$ cat src/safb_pkg.sv
package safb_pkg;
    // register offsets on the internal bus
    localparam logic [7:0] SAFB_OFS_DATA = 8'h18;
    localparam logic [7:0] SAFB_OFS_CTRL3 = 8'h16;
    localparam logic [7:0] SAFB_OFS_FLAGS1 = 8'h14;
    localparam logic [7:0] SAFB_OFS_FLAGS2 = 8'h15;
    // fields of serial_ninth_bit_and_fault_enables
    localparam int SAFB_C3_RX9 = 7;
    localparam int SAFB_C3_TX9 = 6;
    localparam int SAFB_C3_OVERRUN_IRQ_EN = 3;
    localparam int SAFB_C3_NOISE_IRQ_EN = 2;
    localparam int SAFB_C3_FRAMING_IRQ_EN = 1;
    localparam int SAFB_C3_PARITY_FAULT_IRQ_EN = 0;
    // fields of serial_flags_primary
    localparam int SAFB_F1_TXE = 7;
    localparam int SAFB_F1_TC = 6;
    localparam int SAFB_F1_RXF = 5;
    localparam int SAFB_F1_IDLE = 4;
    localparam int SAFB_F1_OR = 3;
    localparam int SAFB_F1_NF = 2;
    localparam int SAFB_F1_FE = 1;
    localparam int SAFB_F1_PE = 0;
    // fields of serial_flags_secondary
    localparam int SAFB_F2_BKF = 1;
    localparam int SAFB_F2_RPF = 0;
    localparam logic [7:0] SAFB_F1_RESET = 8'hC0;
    localparam logic [3:0] SAFB_EN_RESET = 4'h0;
    // idle line length in bit times
    localparam int SAFB_IDLE_BITS_SHORT = 10;
    localparam int SAFB_IDLE_BITS_LONG = 11;
endpackage

$ cat src/safb_if.sv
`timescale 1ns/1ps
interface safb_idle_if;
    logic bit_tick;
    logic line_level;
    logic long_char;
    logic arm;
    logic clear;
    logic idle_pulse;
    modport owner (output bit_tick, output line_level, output long_char, output arm, output clear,
                   input idle_pulse);
    modport det (input bit_tick, input line_level, input long_char, input arm, input clear,
                 output idle_pulse);
endinterface

$ cat src/safb_idle_det.sv
`timescale 1ns/1ps
module safb_idle_det
    import safb_pkg::*;
(
    input wire logic ref_clk_in,
    input wire logic sys_rst_in,
    safb_idle_if.det idl
);
    typedef struct packed {
        logic [3:0] ones;
        logic armed;
        logic pulse;
    } safb_idet_t;
    safb_idet_t st_r, st_nxt;
    logic [3:0] need;

    always_comb begin
        need = idl.long_char ? 4'(SAFB_IDLE_BITS_LONG) : 4'(SAFB_IDLE_BITS_SHORT);
        st_nxt = st_r;
        st_nxt.pulse = 1'b0;
        if (idl.clear) begin
            st_nxt.armed = 1'b0;
        end
        if (idl.arm) begin
            st_nxt.armed = 1'b1;
            st_nxt.ones = 4'h0;
        end
        if (idl.bit_tick) begin
            if (!idl.line_level) begin
                st_nxt.ones = 4'h0;
            end else if (st_r.ones < need) begin
                st_nxt.ones = st_r.ones + 4'h1;
                if (st_r.ones + 4'h1 == need && st_r.armed) begin
                    st_nxt.pulse = 1'b1;
                    st_nxt.armed = 1'b0;
                end
            end
        end
    end

    always_ff @(posedge ref_clk_in) begin
        if (sys_rst_in) begin
            st_r <= '0;
        end else begin
            st_r <= st_nxt;
        end
    end
    assign idl.idle_pulse = st_r.pulse;
endmodule // safb_idle_det

$ cat src/safb_top.sv
`timescale 1ns/1ps
// Summary of operation
// - nine-bit mode captures received bit 8 with data; eight-bit mode mirrors bit 7.
// - nine-bit mode sends tx_ninth_bit with the eight buffered data bits.
// - reset leaves both ninth bits and data buffer contents unchanged.
// - overrun, noise, framing, parity flags interrupt only when enabled; reset clears enables.
// - buffer-to-shifter transfer sets tx empty flag; interrupts with enable; reset sets.
// - status read with tx empty set, then data write, clears tx empty.
// - done flag sets when tx empty and line quiet; interrupts when enabled; reset sets.
// - queuing data, preamble or break clears done flag automatically.
// - receive transfer sets rx full flag; interrupts when enabled; reset clears.
// - status read with rx full set, then data read, clears rx full.
// - ten or eleven idle bit times set idle flag; interrupts when enabled.
// - idle flag waits for a received character after enable or clear.
// - status read then data read clears the five receive error flags.
// - character completing while buffer full sets overrun and is discarded.
// - data read does not clear overrun if clear at preceding status read.
// - noise and parity faults set their flags; each interrupts when enabled.
// - zero in stop bit sets framing flag; interrupts when enabled.
// - break sets break, framing and rx full flags; clears ninth bit in nine-bit mode.
// - secondary read then data read clears break; rearms only after ones.
// - receive active set by zero in first sample slot; cleared on false start or idle.
// - char_length_select picks eight or nine bit characters.
// - clearing serial_unit_enable sets tx empty and done, masks transmit interrupts.
module safb_top
    import safb_pkg::*;
(
    input wire logic ref_clk_in,
    input wire logic sys_rst_in,
    input wire logic [7:0] bus_addr_in,
    input wire logic bus_rd_in,
    input wire logic bus_wr_in,
    input wire logic [7:0] bus_wdata_in,
    output logic [7:0] bus_rdata_out,
    input wire logic serial_unit_enable_in,
    input wire logic char_length_select_in,
    input wire logic long_idle_in,
    input wire logic tx_empty_irq_en_in,
    input wire logic tx_done_irq_en_in,
    input wire logic rx_full_irq_en_in,
    input wire logic idle_line_irq_en_in,
    input wire logic rx_enable_rise_in,
    input wire logic rx_line_in,
    input wire logic rx_bit_tick_in,
    input wire logic rx_first_slot_zero_in,
    input wire logic rx_false_start_in,
    input wire logic rx_done_in,
    input wire logic [8:0] rx_char_in,
    input wire logic rx_noise_in,
    input wire logic rx_parity_bad_in,
    input wire logic rx_stop_zero_in,
    input wire logic rx_break_in,
    input wire logic tx_shifter_ready_in,
    input wire logic tx_busy_in,
    input wire logic tx_queue_in,
    output logic tx_load_out,
    output logic [8:0] tx_char_out,
    output logic tx_irq_out,
    output logic rx_irq_out,
    output logic err_irq_out
);
    typedef struct packed {
        logic [7:0] rx_data;
        logic rx9;
        logic [7:0] tx_data;
        logic tx9;
        logic tx_pending;
        logic [3:0] en;
        logic txe, tc, rxf, idle, ovr, nf, fe, pe;
        logic break_seen_flag, receive_active_flag, brk_armed;
        logic [7:0] f1_seen;
        logic bkf_seen;
        logic load;
        logic [8:0] tx_char;
        logic [7:0] rdata;
    } safb_state_t;

    safb_state_t st_r, st_nxt;
    safb_idle_if idl ();

    function automatic logic [7:0] flags1(input safb_state_t s);
        logic [7:0] f;
        f = 8'h00;
        f[SAFB_F1_TXE] = s.txe;
        f[SAFB_F1_TC] = s.tc;
        f[SAFB_F1_RXF] = s.rxf;
        f[SAFB_F1_IDLE] = s.idle;
        f[SAFB_F1_OR] = s.ovr;
        f[SAFB_F1_NF] = s.nf;
        f[SAFB_F1_FE] = s.fe;
        f[SAFB_F1_PE] = s.pe;
        return f;
    endfunction

    logic rd_data, wr_data, rd_f1, rd_f2, rd_c3, wr_c3, accept_rx, xfer, clr_rx, idle_clr;
    logic [7:0] c3_view, f2_view;

    assign rd_data = bus_rd_in && bus_addr_in == SAFB_OFS_DATA;
    assign wr_data = bus_wr_in && bus_addr_in == SAFB_OFS_DATA;
    assign rd_f1 = bus_rd_in && bus_addr_in == SAFB_OFS_FLAGS1;
    assign rd_f2 = bus_rd_in && bus_addr_in == SAFB_OFS_FLAGS2;
    assign rd_c3 = bus_rd_in && bus_addr_in == SAFB_OFS_CTRL3;
    assign wr_c3 = bus_wr_in && bus_addr_in == SAFB_OFS_CTRL3;
    assign clr_rx = rd_data;
    // overrun: a finished character is dropped while the buffer is still full
    assign accept_rx = rx_done_in && !st_r.rxf;
    assign xfer = st_r.tx_pending && tx_shifter_ready_in && serial_unit_enable_in;
    assign idle_clr = clr_rx && st_r.f1_seen[SAFB_F1_IDLE] && st_r.idle;

    always_comb begin
        c3_view = 8'h00;
        c3_view[SAFB_C3_RX9] = st_r.rx9;
        c3_view[SAFB_C3_TX9] = st_r.tx9;
        {c3_view[SAFB_C3_OVERRUN_IRQ_EN], c3_view[SAFB_C3_NOISE_IRQ_EN], c3_view[SAFB_C3_FRAMING_IRQ_EN], c3_view[SAFB_C3_PARITY_FAULT_IRQ_EN]} = st_r.en;
        f2_view = 8'h00;
        f2_view[SAFB_F2_BKF] = st_r.break_seen_flag;
        f2_view[SAFB_F2_RPF] = st_r.receive_active_flag;
    end

    assign idl.bit_tick = rx_bit_tick_in;
    assign idl.line_level = rx_line_in;
    assign idl.long_char = long_idle_in;
    assign idl.arm = accept_rx;
    assign idl.clear = idle_clr || rx_enable_rise_in;

    safb_idle_det u_idle (
        .ref_clk_in(ref_clk_in),
        .sys_rst_in(sys_rst_in),
        .idl(idl)
    );

    always_comb begin
        st_nxt = st_r;
        st_nxt.load = 1'b0;
        // status-read snapshots feed the two-step clear sequences
        if (rd_f1) begin
            st_nxt.f1_seen = flags1(st_r);
        end
        if (rd_f2) begin
            st_nxt.bkf_seen = st_r.break_seen_flag;
        end
        // data read clears only flags that were seen set
        if (clr_rx) begin
            if (st_r.f1_seen[SAFB_F1_RXF]) st_nxt.rxf = 1'b0;
            if (st_r.f1_seen[SAFB_F1_IDLE]) st_nxt.idle = 1'b0;
            if (st_r.f1_seen[SAFB_F1_OR]) st_nxt.ovr = 1'b0;
            if (st_r.f1_seen[SAFB_F1_NF]) st_nxt.nf = 1'b0;
            if (st_r.f1_seen[SAFB_F1_FE]) st_nxt.fe = 1'b0;
            if (st_r.f1_seen[SAFB_F1_PE]) st_nxt.pe = 1'b0;
            if (st_r.bkf_seen) st_nxt.break_seen_flag = 1'b0;
            st_nxt.f1_seen = 8'h00;
            st_nxt.bkf_seen = 1'b0;
        end
        if (wr_data) begin
            st_nxt.tx_data = bus_wdata_in;
            st_nxt.tx_pending = 1'b1;
            if (st_r.f1_seen[SAFB_F1_TXE]) st_nxt.txe = 1'b0;
            st_nxt.f1_seen[SAFB_F1_TXE] = 1'b0;
        end
        if (wr_c3) begin
            st_nxt.tx9 = bus_wdata_in[SAFB_C3_TX9];
            st_nxt.en = {bus_wdata_in[SAFB_C3_OVERRUN_IRQ_EN], bus_wdata_in[SAFB_C3_NOISE_IRQ_EN],
                         bus_wdata_in[SAFB_C3_FRAMING_IRQ_EN], bus_wdata_in[SAFB_C3_PARITY_FAULT_IRQ_EN]};
        end
        // receive side: hardware sets after the clears so a same-cycle event wins
        if (rx_done_in && st_r.rxf) begin
            st_nxt.ovr = 1'b1;
        end
        if (accept_rx) begin
            st_nxt.rx_data = rx_char_in[7:0];
            // ninth bit or a mirror of bit 7
            st_nxt.rx9 = char_length_select_in ? rx_char_in[8] : rx_char_in[7];
            st_nxt.rxf = 1'b1;
            if (rx_noise_in) st_nxt.nf = 1'b1;
            if (rx_parity_bad_in) st_nxt.pe = 1'b1;
            if (rx_stop_zero_in) st_nxt.fe = 1'b1;
        end
        if (rx_break_in && st_r.brk_armed) begin
            st_nxt.break_seen_flag = 1'b1;
            st_nxt.fe = 1'b1;
            st_nxt.rxf = 1'b1;
            st_nxt.brk_armed = 1'b0;
            if (char_length_select_in) st_nxt.rx9 = 1'b0;
        end
        if (rx_bit_tick_in && rx_line_in) begin
            st_nxt.brk_armed = 1'b1;
        end
        if (rx_first_slot_zero_in) begin
            st_nxt.receive_active_flag = 1'b1;
        end else if (rx_false_start_in || idl.idle_pulse) begin
            st_nxt.receive_active_flag = 1'b0;
        end
        if (idl.idle_pulse) begin
            st_nxt.idle = 1'b1;
        end
        // transmit side
        if (xfer) begin
            st_nxt.tx_char = {char_length_select_in ? st_r.tx9 : 1'b1, st_r.tx_data};
            st_nxt.load = 1'b1;
            st_nxt.tx_pending = wr_data;
            st_nxt.txe = 1'b1;
        end
        if (tx_queue_in || xfer) begin
            st_nxt.tc = 1'b0;
        end else if (st_r.txe && !tx_busy_in && !st_r.load) begin
            st_nxt.tc = 1'b1;
        end
        if (!serial_unit_enable_in) begin
            st_nxt.txe = 1'b1;
            st_nxt.tc = 1'b1;
        end
        unique case (1'b1)
            rd_data: st_nxt.rdata = st_r.rx_data;
            rd_f1: st_nxt.rdata = flags1(st_r);
            rd_f2: st_nxt.rdata = f2_view;
            rd_c3: st_nxt.rdata = c3_view;
            default: st_nxt.rdata = 8'h00;
        endcase
    end

    always_ff @(posedge ref_clk_in) begin
        if (sys_rst_in) begin
            // data buffer and ninth bits keep their contents
            st_r.rx_data <= st_r.rx_data;
            st_r.rx9 <= st_r.rx9;
            st_r.tx_data <= st_r.tx_data;
            st_r.tx9 <= st_r.tx9;
            st_r.tx_char <= st_r.tx_char;
            st_r.tx_pending <= 1'b0;
            st_r.en <= SAFB_EN_RESET;
            {st_r.txe, st_r.tc} <= SAFB_F1_RESET[7:6];
            {st_r.rxf, st_r.idle, st_r.ovr, st_r.nf, st_r.fe, st_r.pe} <= SAFB_F1_RESET[5:0];
            st_r.break_seen_flag <= 1'b0;
            st_r.receive_active_flag <= 1'b0;
            st_r.brk_armed <= 1'b1;
            st_r.f1_seen <= 8'h00;
            st_r.bkf_seen <= 1'b0;
            st_r.load <= 1'b0;
            st_r.rdata <= 8'h00;
        end else begin
            st_r <= st_nxt;
        end
    end

    assign bus_rdata_out = st_r.rdata;
    assign tx_load_out = st_r.load;
    assign tx_char_out = st_r.tx_char;
    // transmit requests masked while the unit is off
    assign tx_irq_out = serial_unit_enable_in &&
        ((st_r.txe && tx_empty_irq_en_in) || (st_r.tc && tx_done_irq_en_in));
    assign rx_irq_out = st_r.rxf && rx_full_irq_en_in;
    assign err_irq_out = (st_r.ovr && st_r.en[3]) || (st_r.nf && st_r.en[2]) ||
        (st_r.fe && st_r.en[1]) || (st_r.pe && st_r.en[0]) ||
        (st_r.idle && idle_line_irq_en_in);
endmodule // safb_top

$ cat config.mk
export PLATFORM = sky130hd
export DESIGN_NAME = safb_top
export DESIGN_NICKNAME = d
export VERILOG_FILES = /design/src/safb_pkg.sv /design/src/safb_if.sv /design/src/safb_idle_det.sv /design/src/safb_top.sv
export SDC_FILE = /design/constraint.sdc
export NUM_CORES = 1
export LEC_CHECK = 0
export BUFFER_PORTS_ARGS = -buffer_cell sky130_fd_sc_hd__buf_4
export CAP_MARGIN = 5
export CELL_PAD_IN_SITES_DETAIL_PLACEMENT = 1
export CELL_PAD_IN_SITES_GLOBAL_PLACEMENT = 1
export CORE_MARGIN = 2
export CORE_UTILIZATION = 40
export DETAILED_ROUTE_END_ITERATION = 12
export GPL_TIMING_DRIVEN = 0
export PLACE_DENSITY_LB_ADDON = 0.1
export REMOVE_ABC_BUFFERS = 1
export SYNTH_ARGS = -nofsm -noshare
export SYNTH_HDL_FRONTEND = slang
export SYNTH_SLANG_ARGS = --single-unit
$ cat constraint.sdc
create_clock -name ref_clk_in -period 2.2 [get_ports ref_clk_in]
set_input_delay 0.44 -clock ref_clk_in [delete_from_list [all_inputs] [get_ports ref_clk_in]]
set_output_delay 0.44 -clock ref_clk_in [all_outputs]
set_load 0.01 [all_outputs]
==> impl_metrics.toml <==
[synthesis]
syn_area_per_cell_sq_um = 10.5
synth_edf_count = 27
syn_inst = 268
synth_warnings = 0
ys_ff_latch = 66
synth_area_sq_um = 2800
synth_area_leader_cell = "edfxtp_1"
async_flop_share = 0
synth-main-ff-cell = "dfxtp_1"
netlist-cell-type-count = 49
synth.area.top_cells = "edfxtp_1 (29%), dfxtp_1 (28%), nand2_1 (5.4%), mux2i_1 (4.6%), buf_4 (4.6%)"
synth.top_cell.area_share = 0.289
yosysSeqAreaShare = 0.568

[detailed_routing]
wl_per_cell_um = 16.4
met1_length_um = 3270
totalWireLength_um = 6950
drc = 0
drtAntennaViolNets = 0
num_vias = 2146
drt-initial-drc-count = 83
wl_met3_um = 315
routed.top_layer = "met4"
met2WireLength_um = 3300
dr.pass1.iters = 4
via_per_inst = 5.07

[floorplan]
rows = 30
die_area_sq_um = 7690
die_h_um = 87.7
ioPinCount = 70
die_x_um = 87.7
start_util = 0.413
core_sq_um = 6790

[clock_network]
clkTransAtPathRegs_ps = 70
tritoncts = "built"
clk_path_buf_depth = 2
htree_levels = 3
clock-sinks = 66
clk_latency_ps = 340
cts_made_buffers = 9
cts_root_buf = "clkbuf_8"

[final_layout]
synthToLayoutAreaGrowth_pct = 25.3
n_fill_cell = 761
fin_nets = 373
stdcell_count = 423
n_antenna_cell = 0
post-route-util = 0.517
layout-drive-gt1-share = 0.281

[sta]
maxSlewHeadroom = 0.475
tightest_slew_ps = 785
fin_crit_ps = 2010
finalSetupTns_ps = 0
fmax_mhz = 497
setup-violations-final = 0
finalCritPeriodShare = 0.914
timing.hold.ws_ps = 273
finClkSkew_ps = 6.60
rsz0062_at_grt = "false"
hold_violations = 0
report.final.slew_viol_count = 0

[global_routing]
grt.total_usage = 0.196
grt_pass1_vias = 2144
grt_antenna_before_repair = 0
grt_remaining_overflow = 0
grt_start_max_net_pins = 25
grt_pass1_wl_um = 11200

[worst_setup_path]
worstSetupPathType = "in -> reg"
crit_path_start_kind = "input port"
startpoint = "bus_addr_in[7]"
critPathSlowestCell = "and3_1"
rrSetupSlack_ps = 450
reg2reg_depth = 2
path_depth = 5
r2r_start = "st_r[35]"
cp_num_buf_inv = 1
cp.required_ps = 2430
critical_path.max_fanout = 13
cpLargestDelayFamily = "simple AND/OR/NAND/NOR gates"
end_kind = "flip-flop"
r2r-end = "st_r[60]"
arrival_ps = 2240
cpPeakStageDelay_ps = 660
path_cells = "buf_4 > nor4b_2 > and3_1 > nand4_1 > and4_1"
crit_end = "u_idle.st_r[1]"

[power_and_ir_drop]
totalPowerFinal_uw = 2640
irDropWorstVdd_uv = 343
power_density_nw_per_um2 = 751
power_leakage_uw = 0.00135

[run]
cap_viol_max_count = 0

[run_status]
status = "completed"

[placement]
io_buffers = 69
hpwlAfterDp_um = 5090
placed_cells = 407
place_congestion = 0.728

[min_path]
min_path_cells = 1
hold_path.class = "in -> reg"
-- per-layer routing --
layer	track usage	vias to the layer above
met3	0.0603	6
met4	0.0503	0
met2	0.317	52
met5	0	-
li1	-	1059
met1	0.256	1029
-- flip-flops by register name, summed over array words and instances, names as in the netlist --
name / flops
bus_rdata_out: 8
u_idle.st_r: 5
u_idle.idl.idle_pulse: 1
c3_view: 6
f2_view: 2
tx_char_out: 9
st_r: 34
tx_load_out: 1
-- report_power, final --
group          switching [uW]  internal [uW]  leakage (uW)
clock network             479            671      0.000117
registers                16.8           1290      0.000562
logic                    88.0           90.5      0.000676
total                     584           2050       0.00135
-- per-stage QoR --
stage / instance area (sq um) / setup slack [ps]
finish: 3510 / 188
global route: 3510 / 47.4
floorplan: 2640 / 319
global placement: 3280 / -254
detailed placement: 3280 / -307
CTS: 3500 / 18.4
-- layout by cell type (no fill, tap or decap), drive strengths merged, types with 3 or more instances in the layout --
cell and count:
a21oi 24, a311oi 4, and3 3, buf 69, clkbuf 10, clkinv 4
dfxtp 39, edfxtp 27, inv 8, mux2i 13, nand2 40, nand3 6
nand3b 3, nor2 19, nor2b 7, o21ai 6, or3 4
-- what timing repair did --
item                                    in CTS  in global routing
endpoints found under the setup margin       0                 12
hold buffers                                 0                  0
resized for setup                            0                  2
setup buffers                                0                  0
-- synth_stat cells (3+ instances only) --
| library cell | n |
|---|---|
| dfxtp_1 | 39 |
| clkbuf_1 | 6 |
| buf_2 | 3 |
| nor2_1 | 19 |
| o21ai_0 | 5 |
| edfxtp_1 | 27 |
| nand3_1 | 6 |
| nor2b_1 | 7 |
| nand3b_1 | 3 |
| buf_4 | 17 |
| a311oi_1 | 4 |
| nand2_1 | 40 |
| and3_1 | 3 |
| mux2i_1 | 13 |
| or3_1 | 4 |
| inv_1 | 7 |
| a21oi_1 | 24 |
-- cell type report --
cell class              count  area (sq um)  share of cell area
clock buffers              10           138              0.0392
clock inverters             6          88.8              0.0253
inverters                   8          30.0             0.00855
multi-input cells         168          1020               0.292
flip-flops and latches     66          1590               0.453
well taps                  96           120              0.0342
repair buffers             69           518               0.148
-- cell families after synthesis --
logic type | after synthesis | synth area share
simple gates | 99 | 0.182
compound gates | 54 | 0.125
flops | 66 | 0.568
mux | 13 | 0.0464
buf+inv | 34 | 0.0696
fa+ha+maj | 2 | 0.00893
-- worst min path at each step --
stage                     from        endpoint  slack (ps)
2_1_floorplan         st_r[44]  tx_char_out[0]         400
3_3_place_gp          st_r[51]  tx_char_out[7]         400
3_5_place_dp          st_r[44]  tx_char_out[0]         410
4_1_cts        bus_wdata_in[7]        st_r[51]         260
5_1_grt        bus_wdata_in[7]        st_r[51]         250
6_report         rx_char_in[4]        st_r[57]         270
Power figures use the tool's default switching activity.
